[config.mk]
export PLATFORM = sky130hd
export DESIGN_NAME = upsm_dev_flat
export DESIGN_NICKNAME = d
export VERILOG_FILES = /design/src/verilog/upsm_pkg.sv /design/src/verilog/upsm_if.sv /design/src/verilog/upsm_sync.sv /design/src/verilog/upsm_dev.sv /design/src/flat_wrapper.sv
export SDC_FILE = /design/constraint.sdc
export NUM_CORES = 1
export LEC_CHECK = 0
export BUFFER_PORTS_ARGS = -buffer_cell sky130_fd_sc_hd__buf_2
export CAP_MARGIN = 20
export CORE_MARGIN = 5
export CORE_UTILIZATION = 29
export CTS_BUF_LIST = sky130_fd_sc_hd__clkbuf_8
export DETAILED_ROUTE_END_ITERATION = 16
export GPL_ROUTABILITY_DRIVEN = 0
export HOLD_SLACK_MARGIN = 0.02
export PLACE_DENSITY = 0.46
export SETUP_SLACK_MARGIN = 0.4
export SKIP_CTS_REPAIR_TIMING = 1
export SLEW_MARGIN = 30
export SYNTH_ARGS = -nofsm -noshare
export SYNTH_HDL_FRONTEND = slang
export SYNTH_SLANG_ARGS = --single-unit
[constraint.sdc]
create_clock -name MCLK -period 2.9 [get_ports MCLK]
set_clock_uncertainty 0.05 [all_clocks]
set_input_delay 0.435 -clock MCLK [delete_from_list [all_inputs] [get_ports MCLK]]
set_output_delay 0.435 -clock MCLK [all_outputs]
set_load 0.03 [all_outputs]
[src/verilog/upsm_pkg.sv]
// Purpose: shared constants and types for the power-state manager and its host end
// Assumes: one 200 MHz clock, synchronous active-high reset
// Notes:   times are kept in their own unit; cycle counts derive from the clock rate, except the fixed PHY_RDY_FAST_CYC
package upsm_pkg;

  localparam int unsigned CLK_HZ          = 200_000_000;
  localparam int unsigned PHY_SOFT_RESET_BIT_MS      = 2;
  localparam int unsigned PHY_RDY_MS      = 100;
  localparam int unsigned PHY_SOFT_RESET_BIT_CYC     = PHY_SOFT_RESET_BIT_MS * (CLK_HZ / 1000);
  localparam int unsigned PHY_RDY_CYC     = PHY_RDY_MS * (CLK_HZ / 1000);
  localparam int unsigned PHY_RDY_FAST_CYC = 16;

  // host register map (byte addresses)
  localparam logic [3:0] HREG_CTRL   = 4'h0;
  localparam logic [3:0] HREG_STATUS = 4'h4;
  localparam logic [3:0] HREG_EVENT  = 4'h8;
  // event register bit positions
  localparam int unsigned EVT_SUSPEND = 0;
  localparam int unsigned EVT_RESUME  = 1;
  // control bit positions
  localparam int unsigned CTL_CONFIG  = 0;
  localparam int unsigned CTL_PHYRST  = 1;
  localparam int unsigned CTL_SKIPREF = 2;
  localparam int unsigned CTL_SUSSEL  = 3;
  localparam int unsigned CTL_USBRST  = 5;
  localparam int unsigned CTL_LDEN    = 6;

  typedef enum logic [1:0] {
    UPSM_SUS01 = 2'h0,
    UPSM_SUS_RSVD = 2'h1,
    UPSM_SUS2  = 2'h2,
    UPSM_SUS3  = 2'h3
  } upsm_sus_t;
  localparam upsm_sus_t SUS_SEL_RST = UPSM_SUS2;

  typedef enum logic [7:0] {
    ST_UNPWR   = 8'h01,
    ST_PLLWAIT = 8'h02,
    ST_UNCFG   = 8'h04,
    ST_CFG     = 8'h08,
    ST_SUS0    = 8'h10,
    ST_SUS2U   = 8'h20,
    ST_SUS2    = 8'h40,
    ST_SUS3    = 8'h80
  } upsm_state_t;

endpackage : upsm_pkg

[src/verilog/upsm_if.sv]
// Purpose: link between the power-state manager and the host-side controller
// Assumes: all signals synchronous to MCLK
// Notes:   host drives link events as one-cycle pulses and levels
interface upsm_if (input wire logic mclk);
  logic       set_config;   // level: host has configured device
  logic       link_suspend; // pulse: usb2 suspend or U3 entry
  logic       link_resume;  // pulse: usb2 resume, L0 or U3->U0
  logic       usb_reset;    // pulse
  logic       phy_soft_reset_bit; // pulse
  logic       skip_analog_ref_wait;
  logic [1:0] suspend_select;
  logic       load_enable;
  logic       ready;
  logic       loading;
  logic [7:0] state;
  logic       sus2_from_uncfg_resumed;

  modport dev  (input set_config, link_suspend, link_resume, usb_reset, phy_soft_reset_bit,
                skip_analog_ref_wait, suspend_select, load_enable,
                output ready, loading, state, sus2_from_uncfg_resumed);
  modport host (output set_config, link_suspend, link_resume, usb_reset, phy_soft_reset_bit,
                skip_analog_ref_wait, suspend_select, load_enable,
                input ready, loading, state, sus2_from_uncfg_resumed);
endinterface : upsm_if

[src/verilog/upsm_sync.sv]
// Purpose: two-flop level synchroniser
// Assumes: input may be asynchronous to MCLK
// Notes:   first stage feeds only the second
module upsm_sync (
  input  wire logic clk,
  input  wire logic rst,
  input  wire logic d,
  output logic      q
);
  logic meta_reg;

  always_ff @(posedge clk) begin
    if (rst) begin
      meta_reg <= 1'b0;
      q        <= 1'b0;
    end else begin
      meta_reg <= d;
      q        <= meta_reg;
    end
  end
endmodule : upsm_sync

[src/verilog/upsm_dev.sv]
// Purpose: power-state manager of a usb-to-ethernet bridge
// Assumes: MCLK derives from the always-running reference; SRST is the system reset
// Notes:   phy readiness is modelled by a timer, not an analog handshake
module upsm_dev #(
  parameter int unsigned PHY_SOFT_RESET_BIT_CYCLES = upsm_pkg::PHY_SOFT_RESET_BIT_CYC,
  parameter int unsigned PHY_RDY_CYCLES = upsm_pkg::PHY_RDY_CYC
) (
  input  wire logic MCLK,
  input  wire logic SRST,
  input  wire logic USB_POWER_DETECT,
  input  wire logic PLL_STABLE,
  input  wire logic RESET_PIN_N,
  input  wire logic WAKE_EVENT,
  input  wire logic LOAD_DONE,
  upsm_if.dev       LNK,
  output logic      CHIP_RESET,
  output logic      OSC_EN,
  output logic      PLL_EN,
  output logic      PHY_RESET,
  output logic      PHY_ENABLE,
  output logic      ALL_CLK_EN,
  output logic      LOAD_START
);

  // a zero hold count would release the phy before its minimum reset time
  if (PHY_SOFT_RESET_BIT_CYCLES < 1) begin : g_bad_rst_cycles
    $error("upsm_dev: PHY_SOFT_RESET_BIT_CYCLES must be at least 1");
  end
  if (PHY_RDY_CYCLES < 1) begin : g_bad_rdy_cycles
    $error("upsm_dev: PHY_RDY_CYCLES must be at least 1");
  end

  // ------------------------------------------------------------
  // input synchronisation
  // ------------------------------------------------------------
  logic pwr_s;
  logic pll_s;
  upsm_sync u_pwr (.clk(MCLK), .rst(SRST), .d(USB_POWER_DETECT), .q(pwr_s));
  upsm_sync u_pll (.clk(MCLK), .rst(SRST), .d(PLL_STABLE),       .q(pll_s));

  // ------------------------------------------------------------
  // state
  // ------------------------------------------------------------
  upsm_pkg::upsm_state_t state_reg;
  upsm_pkg::upsm_state_t state_next;
  logic        pwr_prev_reg;
  logic [31:0] phy_cnt_reg;
  logic        phy_hold_reg;  // soft reset timing phase
  logic        phy_wait_reg;  // waiting for phy functional
  logic        ready_reg;
  logic        loading_reg;
  logic        s2u_resumed_reg;

  wire reinit    = LNK.usb_reset | ~RESET_PIN_N;
  wire pwr_rise  = pwr_s & ~pwr_prev_reg;
  wire wake      = LNK.link_resume | WAKE_EVENT;
  wire [31:0] rdy_cycles = LNK.skip_analog_ref_wait ? upsm_pkg::PHY_RDY_FAST_CYC
                                                    : PHY_RDY_CYCLES;
  wire phy_kick  = LNK.phy_soft_reset_bit;
  wire enter_cfg = (state_next == upsm_pkg::ST_CFG) && (state_reg != upsm_pkg::ST_CFG);
  // any restart reloads the full hold, so a repeated kick lengthens it
  wire phy_restart = phy_kick || enter_cfg;
  wire phy_cnt_run = phy_cnt_reg > 32'h1;
  wire next_cfg    = (state_next == upsm_pkg::ST_CFG);
  wire next_unpwr  = (state_next == upsm_pkg::ST_UNPWR);

  always_comb begin
    state_next = state_reg;
    if (!pwr_s) begin
      state_next = upsm_pkg::ST_UNPWR;
    end else begin
      unique case (state_reg)
        upsm_pkg::ST_UNPWR: begin
          if (pwr_s) state_next = upsm_pkg::ST_PLLWAIT;
        end
        upsm_pkg::ST_PLLWAIT: begin
          if (pll_s) state_next = upsm_pkg::ST_UNCFG;
        end
        upsm_pkg::ST_UNCFG: begin
          if (LNK.set_config) state_next = upsm_pkg::ST_CFG;
          else if (LNK.link_suspend) state_next = upsm_pkg::ST_SUS2U;
        end
        upsm_pkg::ST_CFG: begin
          if (!LNK.set_config) state_next = upsm_pkg::ST_UNCFG;
          else if (LNK.link_suspend) begin
            unique case (LNK.suspend_select)
              2'h0:    state_next = upsm_pkg::ST_SUS0;
              2'h3:    state_next = upsm_pkg::ST_SUS3;
              default: state_next = upsm_pkg::ST_SUS2;
            endcase
          end
        end
        upsm_pkg::ST_SUS2U: begin
          if (reinit || wake) state_next = upsm_pkg::ST_UNCFG;
        end
        upsm_pkg::ST_SUS0, upsm_pkg::ST_SUS2, upsm_pkg::ST_SUS3: begin
          if (reinit) state_next = upsm_pkg::ST_UNCFG;
          else if (wake) state_next = upsm_pkg::ST_CFG;
        end
        default: state_next = upsm_pkg::ST_UNPWR;
      endcase
    end
  end

  // ------------------------------------------------------------
  // sequencing registers
  // ------------------------------------------------------------
  always_ff @(posedge MCLK) begin
    if (SRST) begin
      // leaves for the pll wait once power is seen through the two-flop synchroniser
      state_reg    <= upsm_pkg::ST_UNPWR;
      pwr_prev_reg <= 1'b0;
    end else begin
      state_reg    <= state_next;
      pwr_prev_reg <= pwr_s;
    end
  end

  // ------------------------------------------------------------
  // phy reset timer: hold phase, then wait for the phy to work
  // ------------------------------------------------------------
  always_ff @(posedge MCLK) begin
    if (SRST) begin
      phy_cnt_reg  <= 32'h0;
      phy_hold_reg <= 1'b0;
      phy_wait_reg <= 1'b0;
    end else if (phy_restart) begin
      phy_cnt_reg  <= PHY_SOFT_RESET_BIT_CYCLES;
      phy_hold_reg <= 1'b1;
      phy_wait_reg <= 1'b0;
    end else if (!next_cfg) begin
      phy_hold_reg <= 1'b0;
      phy_wait_reg <= 1'b0;
      phy_cnt_reg  <= 32'h0;
    end else if (phy_cnt_run) begin
      phy_cnt_reg <= phy_cnt_reg - 32'h1;
    end else if (phy_hold_reg) begin
      phy_hold_reg <= 1'b0;
      phy_wait_reg <= 1'b1;
      phy_cnt_reg  <= rdy_cycles;
    end else begin
      phy_wait_reg <= 1'b0;
      phy_cnt_reg  <= 32'h0;
    end
  end

  // ------------------------------------------------------------
  // ready, config load and pin outputs
  // ------------------------------------------------------------
  wire load_kick      = pwr_rise & LNK.load_enable;
  // software must reprogram the phy after any resume out of the deepest suspend
  wire sus2_wake      = (state_reg == upsm_pkg::ST_SUS2 || state_reg == upsm_pkg::ST_SUS2U)
                        && wake && !reinit && pwr_s;
  // ready waits for the whole phy sequence and any pending config load
  wire ready_next     = next_cfg && !phy_restart && !phy_hold_reg
                        && !phy_wait_reg && !loading_reg;
  wire pll_off_next   = state_next inside {upsm_pkg::ST_UNPWR, upsm_pkg::ST_SUS0,
                                           upsm_pkg::ST_SUS2, upsm_pkg::ST_SUS2U};
  wire phy_off_next   = state_next inside {upsm_pkg::ST_UNPWR, upsm_pkg::ST_SUS2,
                                           upsm_pkg::ST_SUS2U};
  wire phy_reset_next = !next_cfg || phy_restart
                        || (phy_hold_reg && phy_cnt_run);

  always_ff @(posedge MCLK) begin
    if (SRST) begin
      ready_reg       <= 1'b0;
      loading_reg     <= 1'b0;
      s2u_resumed_reg <= 1'b0;
      CHIP_RESET      <= 1'b1;
      OSC_EN          <= 1'b0;
      PLL_EN          <= 1'b0;
      PHY_RESET       <= 1'b1;
      PHY_ENABLE      <= 1'b0;
      ALL_CLK_EN      <= 1'b0;
      LOAD_START      <= 1'b0;
    end else begin
      LOAD_START <= load_kick;
      if (load_kick) loading_reg <= 1'b1;
      else if (LOAD_DONE || !pwr_s) loading_reg <= 1'b0;
      ready_reg  <= ready_next;
      // the flag stays until the host resets the phy, set winning a tie
      if (sus2_wake) s2u_resumed_reg <= 1'b1;
      else if (phy_kick) s2u_resumed_reg <= 1'b0;
      CHIP_RESET <= next_unpwr;
      OSC_EN     <= !next_unpwr;
      PLL_EN     <= !pll_off_next;
      PHY_RESET  <= phy_reset_next;
      PHY_ENABLE <= !phy_off_next;
      ALL_CLK_EN <= next_cfg;
    end
  end

  assign LNK.ready   = ready_reg;
  assign LNK.loading = loading_reg;
  assign LNK.state   = state_reg;
  assign LNK.sus2_from_uncfg_resumed = s2u_resumed_reg;

endmodule : upsm_dev

[src/flat_wrapper.sv]
// flat-port wrapper written by rule: the top's interface ports become plain ports
module upsm_dev_flat 
#(
  parameter int unsigned PHY_SOFT_RESET_BIT_CYCLES = upsm_pkg::PHY_SOFT_RESET_BIT_CYC,
  parameter int unsigned PHY_RDY_CYCLES = upsm_pkg::PHY_RDY_CYC
)
  (MCLK, SRST, USB_POWER_DETECT, PLL_STABLE, RESET_PIN_N, WAKE_EVENT, LOAD_DONE, CHIP_RESET, OSC_EN, PLL_EN, PHY_RESET, PHY_ENABLE, ALL_CLK_EN, LOAD_START, mclk, LNK_set_config, LNK_link_suspend, LNK_link_resume, LNK_usb_reset, LNK_phy_soft_reset_bit, LNK_skip_analog_ref_wait, LNK_suspend_select, LNK_load_enable, LNK_ready, LNK_loading, LNK_state, LNK_sus2_from_uncfg_resumed);
  upsm_if LNK_i (.mclk(mclk));
  input  wire logic MCLK;
  input  wire logic SRST;
  input  wire logic USB_POWER_DETECT;
  input  wire logic PLL_STABLE;
  input  wire logic RESET_PIN_N;
  input  wire logic WAKE_EVENT;
  input  wire logic LOAD_DONE;
  output logic CHIP_RESET;
  output logic OSC_EN;
  output logic PLL_EN;
  output logic PHY_RESET;
  output logic PHY_ENABLE;
  output logic ALL_CLK_EN;
  output logic LOAD_START;
  input wire logic mclk;
  input wire logic [$bits(LNK_i.set_config)-1:0] LNK_set_config;
  input wire logic [$bits(LNK_i.link_suspend)-1:0] LNK_link_suspend;
  input wire logic [$bits(LNK_i.link_resume)-1:0] LNK_link_resume;
  input wire logic [$bits(LNK_i.usb_reset)-1:0] LNK_usb_reset;
  input wire logic [$bits(LNK_i.phy_soft_reset_bit)-1:0] LNK_phy_soft_reset_bit;
  input wire logic [$bits(LNK_i.skip_analog_ref_wait)-1:0] LNK_skip_analog_ref_wait;
  input wire logic [$bits(LNK_i.suspend_select)-1:0] LNK_suspend_select;
  input wire logic [$bits(LNK_i.load_enable)-1:0] LNK_load_enable;
  output wire logic [$bits(LNK_i.ready)-1:0] LNK_ready;
  output wire logic [$bits(LNK_i.loading)-1:0] LNK_loading;
  output wire logic [$bits(LNK_i.state)-1:0] LNK_state;
  output wire logic [$bits(LNK_i.sus2_from_uncfg_resumed)-1:0] LNK_sus2_from_uncfg_resumed;
  assign LNK_i.set_config = LNK_set_config;
  assign LNK_i.link_suspend = LNK_link_suspend;
  assign LNK_i.link_resume = LNK_link_resume;
  assign LNK_i.usb_reset = LNK_usb_reset;
  assign LNK_i.phy_soft_reset_bit = LNK_phy_soft_reset_bit;
  assign LNK_i.skip_analog_ref_wait = LNK_skip_analog_ref_wait;
  assign LNK_i.suspend_select = LNK_suspend_select;
  assign LNK_i.load_enable = LNK_load_enable;
  assign LNK_ready = LNK_i.ready;
  assign LNK_loading = LNK_i.loading;
  assign LNK_state = LNK_i.state;
  assign LNK_sus2_from_uncfg_resumed = LNK_i.sus2_from_uncfg_resumed;
  upsm_dev #(.PHY_SOFT_RESET_BIT_CYCLES(PHY_SOFT_RESET_BIT_CYCLES), .PHY_RDY_CYCLES(PHY_RDY_CYCLES)) u_core (.MCLK(MCLK), .SRST(SRST), .USB_POWER_DETECT(USB_POWER_DETECT), .PLL_STABLE(PLL_STABLE), .RESET_PIN_N(RESET_PIN_N), .WAKE_EVENT(WAKE_EVENT), .LOAD_DONE(LOAD_DONE), .LNK(LNK_i), .CHIP_RESET(CHIP_RESET), .OSC_EN(OSC_EN), .PLL_EN(PLL_EN), .PHY_RESET(PHY_RESET), .PHY_ENABLE(PHY_ENABLE), .ALL_CLK_EN(ALL_CLK_EN), .LOAD_START(LOAD_START));
endmodule
==> results.cfg, run 1 <==
[logic_synthesis]
synthFlopType = dfxtp_1
synth_fp_nets = 335
netlist_area_sq_um = 2760
ys_types = 56
syn_avg_cell_area_sq_um = 8.79
ys_warn_count = 0
ys_seq_elements = 57
yosysSeqAreaShare = 0.413
async_flop_share = 0
synth_edf_count = 0
synth_cells = 314

[layout]
nets = 379
n_antenna_cell = 0
postLayoutCoreUtil = 0.363
drive_above_1_share = 0.218
layout-area-overhead-vs-synth_pct = 22.1
layout_commonest_cell = dfxtp_1
final_cell_mix = 57 x dfxtp_1, 50 x nor2_1, 33 x buf_2, 26 x nand2_1, 17 x xnor2_1
design_area_sq_um = 3370
largest_register_ffs = 32

[setup_path]
cp_data_arrival_time_ps = 2540
cp-start-kind = flip-flop
worstSetupPathType = reg -> reg
endpoint_kind = flip-flop
required_ps = 3110
worstPathMaxFanout = 18

[die]
start_util = 0.297
ios = 35
core.rowCount = 35
core-area_sq_um = 9280
die-area_sq_um = 11600
die_h_um = 108
die_w_um = 108

[clocking]
clock-sinks = 57
cts_tree = done
clockBufferDepth = 2
cts_made_buffers = 9
clk_latency_ps = 340
root_buffer = clkbuf_8
cts_max_level = 3
clk_pin_slew_worst_paths_ps = 70

[global_route]
first_global_vias = 2124
grt_max_degree = 19
overflow = 0
grt_pass1_wl_um = 10100
grt_antenna_before_repair = 0
grt_use_total = 0.112

[route]
route.detailed.drc = 0
post_drt_wl_per_cell_um = 12.3
ant_nets = 0
via_per_inst = 4.55
drt-total-wl_um = 6030
via_count = 2239
firstDrtPassIters = 4
drtIter0Drc = 105

[power]
p_leak_uw = 0.00135
power_uw = 1910
vdd_drop_max_uv = 225
cellPowerDensity_nw_per_um2 = 567

[placed_design]
dp_hpwl_um = 4460
io_buffers = 33
placed_area_sq_um = 3100

[run_status]
status = complete, no violations

[worst_hold_path]
hold_path.class = in -> reg

[sta]
setup_viol = 0
timing.slew.headroom = 0.600
worstMarginPinSlew_ps = 596
period_share = 0.802
hold_viol = 0
tns_ps = 0
clock.fmax_mhz = 430
min_period_ps = 2320
rsz0062_at_grt = true
slew_violations = 0

[flow_run]
drv_cap = 0
==> critical path: stages, from the launching register on <==
cell and delay (ps):
dfxtp_1 440, nor4_4 390, nand2_2 140, o41ai_2 430, and3_1 360, nand3_4 260
nor2_1 170
==> layout make-up <==
class / count / area [sq um]
Timing Repair Buffer: 42 / 233
Multi-Input combinational cell: 238 / 1530
Sequential cell: 57 / 1140
Clock buffer: 9 / 124
Inverter: 10 / 37.5
Fill cell: 982 / 5910
Tap cell: 129 / 161
Clock inverter: 7 / 143
==> report_power, final <==
part | internal, uW | switching, uW | leakage (uW)
sequential | 793 | 6.77 | 0.000463
combinational | 53.9 | 70.4 | 0.000770
clock | 657 | 331 | 0.000122
==> path summary, 6_finish.rpt <==
check                      startpoint                    end  slack, ps  cells after the start
hold / removal       USB_POWER_DETECT  u_core.u_pwr.meta_reg        250                      2
hold reg to reg   u_core.pwr_prev_reg      u_core.LOAD_START        360                      1
setup / recovery  u_core.LNK.state[3]  u_core.phy_cnt_reg[2]        580                      6
setup reg to reg  u_core.LNK.state[3]  u_core.phy_cnt_reg[2]        580                      6
==> kinds of logic after synthesis <==
kind of cell | Yosys count | synth area share
buffers and inverters | 19 | 0.0349
xor gates and xnor gates | 32 | 0.101
adders and majority gates | 4 | 0.0181
DFF | 57 | 0.413
muxes | 1 | 0.00362
AOI/OAI and AO/OA | 48 | 0.116
and+or+nand+nor | 153 | 0.313
==> metal layers <==
layer  vias up  track usage  part of all wire
met5         -            0                 0
met4         0       0.0406             0.014
met3         8       0.0354             0.042
met2        32        0.155              0.42
met1      1016        0.160              0.53
li1       1183            -                 -
==> synthesized netlist by cell type (all sizes together), types with 3 or more instances <==
cell	count	share of area
a21oi	15	0.027
and2	3	0.0077
and3	4	0.0091
buf	6	0.017
clkbuf	3	0.0041
dfxtp	57	0.41
ha	4	0.018
inv	9	0.012
nand2	27	0.038
nand2b	4	0.0091
nand3	7	0.017
nand4	6	0.024
nor2	51	0.072
nor2b	7	0.016
nor3	12	0.022
nor3b	3	0.0082
nor4	11	0.038
nor4b	4	0.013
o21ai	14	0.025
or2	3	0.0068
or3	5	0.013
xnor2	17	0.054
xor2	15	0.048
==> stage by stage <==
| stage | hold WS, ps | setup WS [ps] | cells |
|---|---|---|---|
| 6_report | 250 | 575 | 492 |
| 5_1_grt | 254 | 399 | 492 |
| 4_1_cts | 234 | 554 | 492 |
| 3_5_place_dp | 347 | 593 | 476 |
| 3_3_place_gp | 349 | 589 | 476 |
| 2_1_floorplan | 333 | 612 | 314 |
(Power assumes the default switching activity.)
==> run 2: changes to the inputs <==
==> constraint.sdc (replaced) <==
create_clock -name MCLK -period 2.4 [get_ports MCLK]
set_clock_uncertainty 0.05 [all_clocks]
set_input_delay 0.36 -clock MCLK [delete_from_list [all_inputs] [get_ports MCLK]]
set_output_delay 0.36 -clock MCLK [all_outputs]
set_load 0.03 [all_outputs]
==> run 2 against run 1 <==
Compared with the run above:
- sequential power is 21% higher
- sequential cell count stayed put
- critical path type unchanged
- combinational power increased by 41%
==> results.cfg, run 2 (same netlist as run 1, synthesis figures left out) <==
[global_route]
grt_antenna_before_repair = 0
first_global_vias = 2184
overflow = 0
grt_max_degree = 19
grt_pass1_wl_um = 10600
grt_use_total = 0.114

[clocking]
clockBufferDepth = 2
cts_made_buffers = 9
cts_tree = done
clk_pin_slew_worst_paths_ps = 70
clock-sinks = 57
root_buffer = clkbuf_8
clk_latency_ps = 320
cts_max_level = 3

[setup_path]
rrSetupSlack_ps = 250
worstSetupPathType = reg -> reg
cp_data_arrival_time_ps = 2370
reg2regPathDepth = 7
rr_endpoint = u_core.phy_cnt_reg[28]
required_ps = 2620
endpoint_kind = flip-flop
cp-start-kind = flip-flop
rr_startpoint = u_core.LNK.state[6]
worstPathMaxFanout = 5

[power]
power.share.combinational = 0.086
clock_power_share = 0.439
power.share.switching = 0.236
pwr-share-seq = 0.475
p_sw_uw = 480
p_leak_uw = 0.00152
internal-power_uw = 1560
cellPowerDensity_nw_per_um2 = 542
power_uw = 2040
vdd_drop_max_uv = 302

[worst_hold_path]
hp-start = USB_POWER_DETECT
hold_path.class = in -> reg
whs_endpoint = u_core.u_pwr.meta_reg
hold_depth = 2

[route]
route.detailed.drc = 0
post_drt_wl_per_cell_um = 13.2
via_count = 2421
wl_met3_um = 202
ant_nets = 0
drtIter0Drc = 112
drt-total-wl_um = 6800
highest_layer = met4
drt-met1-wl_um = 3510
wl_met2_um = 3010
via_per_inst = 4.68
firstDrtPassIters = 4

[layout]
final_cell_mix = 49 x dfxtp_1, 46 x nor2_1, 33 x buf_2, 26 x buf_4, 24 x nand2_1
largest_register_ffs = 32
layout.cells.non_filler = 517
nets = 405
layout-area-overhead-vs-synth_pct = 36.0
postLayoutCoreUtil = 0.405
n_antenna_cell = 0
layout_commonest_cell = dfxtp_1
drive_above_1_share = 0.369

[die]
core-area_sq_um = 9280
die_h_um = 108
start_util = 0.297
die_w_um = 108
core.rowCount = 35
die-area_sq_um = 11600
ios = 35

[sta]
min_period_ps = 2150
worstMarginPinSlew_ps = 403
rsz0062_at_grt = true
period_share = 0.897
hold_viol = 0
slew_violations = 0
clock.fmax_mhz = 464
timing.slew.headroom = 0.729
setup_viol = 0
tns_ps = 0
fin_ws_ps = 247

[placed_design]
dp_hpwl_um = 4540
post-place-ws_ps = 190
io_buffers = 33
placed_cells = 480

[run_status]
status = complete, no violations

[flow_run]
drv_cap = 0
[run 2: layout make-up]
type / count / area (sq um)
inverters: 10 / 37.5
clock buffers: 11 / 151
flip-flops and latches: 57 / 1160
well taps: 129 / 161
multi-input cells: 241 / 1780
repair buffers: 65 / 422
clock inverters: 4 / 43.8
fillers: 977 / 5530
[run 2: worst max-delay path by stage]
stage	startpoint	end	slack, ps	depth (start not counted)
final	u_core.LNK.state[6]	u_core.phy_cnt_reg[28]	250	7
after global placement	u_core.phy_cnt_reg[13]	u_core.phy_cnt_reg[25]	210	6
after global routing	u_core.phy_cnt_reg[25]	u_core.phy_cnt_reg[10]	190	6
after floorplan	u_core.LNK.state[5]	u_core.phy_cnt_reg[16]	200	7
after detailed placement	u_core.LNK.state[5]	u_core.phy_cnt_reg[24]	190	6
after CTS	u_core.LNK.state[5]	u_core.phy_cnt_reg[24]	180	6
[run 2: per-layer routing]
metal	track usage	vias to the layer above
met5	0	-
met1	0.172	1139
met4	0.0460	0
li1	-	1242
met3	0.0246	7
met2	0.156	33
[run 2: per-stage QoR]
step	hold WS (ps)	cell area, sq um
finish	194	3760
global route	188	3760
CTS	184	3350
detailed placement	345	3160
global placement	351	3160
floorplan	333	2800
[run 2: worst max-delay path, stage by stage, from the launching register on]
cell	delay (ps)
dfxtp_4	360
or4_4	580
buf_4	170
o22ai_4	230
and3_4	270
buf_4	170
nand3_2	130
nor2_1	120
[run 2: power groups by stage]
| stage | Clock (uW) | Sequential [uW] | Combinational [uW] |
|---|---|---|---|
| 6_report | 894 | 966 | 175 |
| 5_1_grt | 959 | 967 | 194 |
| 4_1_cts | 920 | 966 | 155 |
| 3_5_place_dp | 0 | 987 | 154 |
| 3_3_place_gp | 0 | 987 | 154 |
| 2_1_floorplan | 0 | 993 | 101 |
==> run 3: changes to the inputs <==
--- a/config.mk
+++ b/config.mk
@@ -5,6 +5,7 @@
 export SDC_FILE = /design/constraint.sdc
 export NUM_CORES = 1
 export LEC_CHECK = 0
+export ABC_AREA = 1
 export BUFFER_PORTS_ARGS = -buffer_cell sky130_fd_sc_hd__buf_2
 export CAP_MARGIN = 20
 export CORE_MARGIN = 5
@@ -13,7 +14,7 @@
 export DETAILED_ROUTE_END_ITERATION = 16
 export GPL_ROUTABILITY_DRIVEN = 0
 export HOLD_SLACK_MARGIN = 0.02
-export PLACE_DENSITY = 0.46
+export PLACE_DENSITY = 0.45
 export SETUP_SLACK_MARGIN = 0.4
 export SKIP_CTS_REPAIR_TIMING = 1
 export SLEW_MARGIN = 30
==> run 3 against run 2 <==
Compared with the run above:
- critical endpoint is now u_core.phy_cnt_reg[6]
- largest power group unchanged
- synthesized area rose by 15%
- die area rose by 13%
- core utilization fell by 2.4 points
- synthesized cell count rose by 46%
- final cell count rose by 29%
==> results.cfg, run 3 <==
[logic_synthesis]
synth_fp_nets = 479
ys_warn_count = 0
netlist_area_sq_um = 3170
async_flop_share = 0
syn_avg_cell_area_sq_um = 6.93
synth_cells = 458
ys_top_cells_by_count = 103 x nand2_1, 102 x nor2_1, 57 x dfxtp_1
synth_area_leaders = dfxtp_1 36%, nand2_1 12%, nor2_1 12%
synth_top_area_share = 0.360
synthFlopType = dfxtp_1
yosysMostFrequentCell = nand2_1
ys_types = 36
synth_edf_count = 0
ys_seq_elements = 57
yosysTopAreaCell = dfxtp_1
yosysSeqAreaShare = 0.360

[worst_hold_path]
hold_path.class = in -> reg
hp-start = LOAD_DONE
hold_depth = 2

[setup_path]
endpoint_kind = flip-flop
critical_path_depth = 13
crit_top_cell = nor2_4
required_ps = 2640
slowest_delay_ps = 370
worstSetupPathType = reg -> reg
cpLargestDelayFamily = simple AND/OR/NAND/NOR gates
cp_data_arrival_time_ps = 2240
worst-path-buf-inv = 4
cp-start-kind = flip-flop
startpoint = u_core.LNK.state[6]
reg2regPathDepth = 13
rr_startpoint = u_core.LNK.state[6]
crit_chain = inv_4, nand2_4, nor2_4, nand2_4, inv_8, nand3_4, nand3_4, nand4_4, nor2_4, buf_12, buf_12, nand2_8, nor2_4
slowest_stage = dfxtp_4
worstPathMaxFanout = 6

[placed_design]
placed_area_sq_um = 3500
io_buffers = 33
dp_hpwl_um = 5930

[die]
start_util = 0.294
die_w_um = 115
core-area_sq_um = 10800
ios = 35
core.rowCount = 38
die_h_um = 115
die-area_sq_um = 13100

[clocking]
cts_max_level = 3
clock-sinks = 57
root_buffer = clkbuf_8
clk_pin_slew_worst_paths_ps = 70
clk_latency_ps = 350
cts_made_buffers = 9
cts_tree = done
clockBufferDepth = 2

[route]
via_per_inst = 4.42
drt-total-wl_um = 8300
post_drt_wl_per_cell_um = 12.4
firstDrtPassIters = 4
ant_nets = 0
drtIter0Drc = 108
route.detailed.drc = 0
via_count = 2958

[sta]
period_share = 0.831
worstMarginPinSlew_ps = 517
clock.fmax_mhz = 501
min_period_ps = 2000
rsz0062_at_grt = true
timing.slew.headroom = 0.655
setup_viol = 0
tns_ps = 0
slew_violations = 0
hold_viol = 0

[layout]
final_cell_mix = 96 x nand2_1, 92 x nor2_1, 50 x dfxtp_1, 46 x inv_1, 33 x buf_2
design_area_sq_um = 4110
layout-area-overhead-vs-synth_pct = 29.6
largest_register_ffs = 32
drive_above_1_share = 0.272
nets = 545
n_antenna_cell = 0
layout_commonest_cell = nand2_1

[global_route]
overflow = 0
grt_antenna_before_repair = 0
grt_pass1_wl_um = 13800
grt_use_total = 0.132
grt_max_degree = 19
first_global_vias = 2911

[power]
power_uw = 2090
clock_power_share = 0.435
p_leak_uw = 0.00192
internal-power_uw = 1530
pwr-share-seq = 0.463
power.share.switching = 0.268
cellPowerDensity_nw_per_um2 = 508
vdd_drop_max_uv = 394
p_sw_uw = 561
power.share.combinational = 0.101

[flow_run]
drv_cap = 0

[run_status]
status = complete, no violations
[run 3: through the flow]
step	hold slack [ps]	util	std cells	worst slack, ps
4_1_cts	140	0.343	645	325
5_1_grt	144	0.381	669	298
2_1_floorplan	338	-	458	521
6_report	160	0.381	669	405
3_5_place_dp	345	0.324	629	328
3_3_place_gp	347	0.324	629	356
[run 3: power groups by stage]
stage | combinational (uW) | sequential (uW) | clock [uW]
after floorplan | 131 | 995 | 0
after global placement | 187 | 994 | 0
after detailed placement | 186 | 994 | 0
after CTS | 188 | 972 | 947
after global routing | 239 | 969 | 981
final | 212 | 967 | 910
[run 3: layout make-up]
| type | instances | area, sq um |
|---|---|---|
| Tap cell | 140 | 175 |
| Sequential cell | 57 | 1160 |
| Fill cell | 1139 | 6680 |
| Inverter | 53 | 219 |
| Clock inverter | 6 | 58.8 |
| Multi-Input combinational cell | 345 | 1980 |
| Timing Repair Buffer | 58 | 382 |
| Clock buffer | 10 | 138 |
[run 3: path summary, 6_finish.rpt]
path | endpoint | slack, ps
min | u_core.LNK.loading | 160
max | u_core.phy_cnt_reg[6] | 400
min reg2reg | u_core.u_pwr.q | 350
max reg2reg | u_core.phy_cnt_reg[6] | 400
[run 3: cells by family after synthesis]
kind of cell / count (synthesis) / share of synthesized area
AOI/OAI and AO/OA: 26 / 0.0556
adders and majority gates: 4 / 0.0158
xor gates and xnor gates: 28 / 0.0773
buffers and inverters: 58 / 0.0753
and+or+nand+nor: 285 / 0.416
DFF: 57 / 0.360
[run 3: metal layers]
metal / share of wire / up-vias / global-route usage / wire length (um)
met1: 0.48 / 1329 / 0.168 / 3950
met4: 0.016 / 0 / 0.0451 / 130
li1: - / 1571 / - / -
met5: 0 / - / 0 / 0
met3: 0.039 / 12 / 0.0381 / 322
met2: 0.47 / 46 / 0.213 / 3900
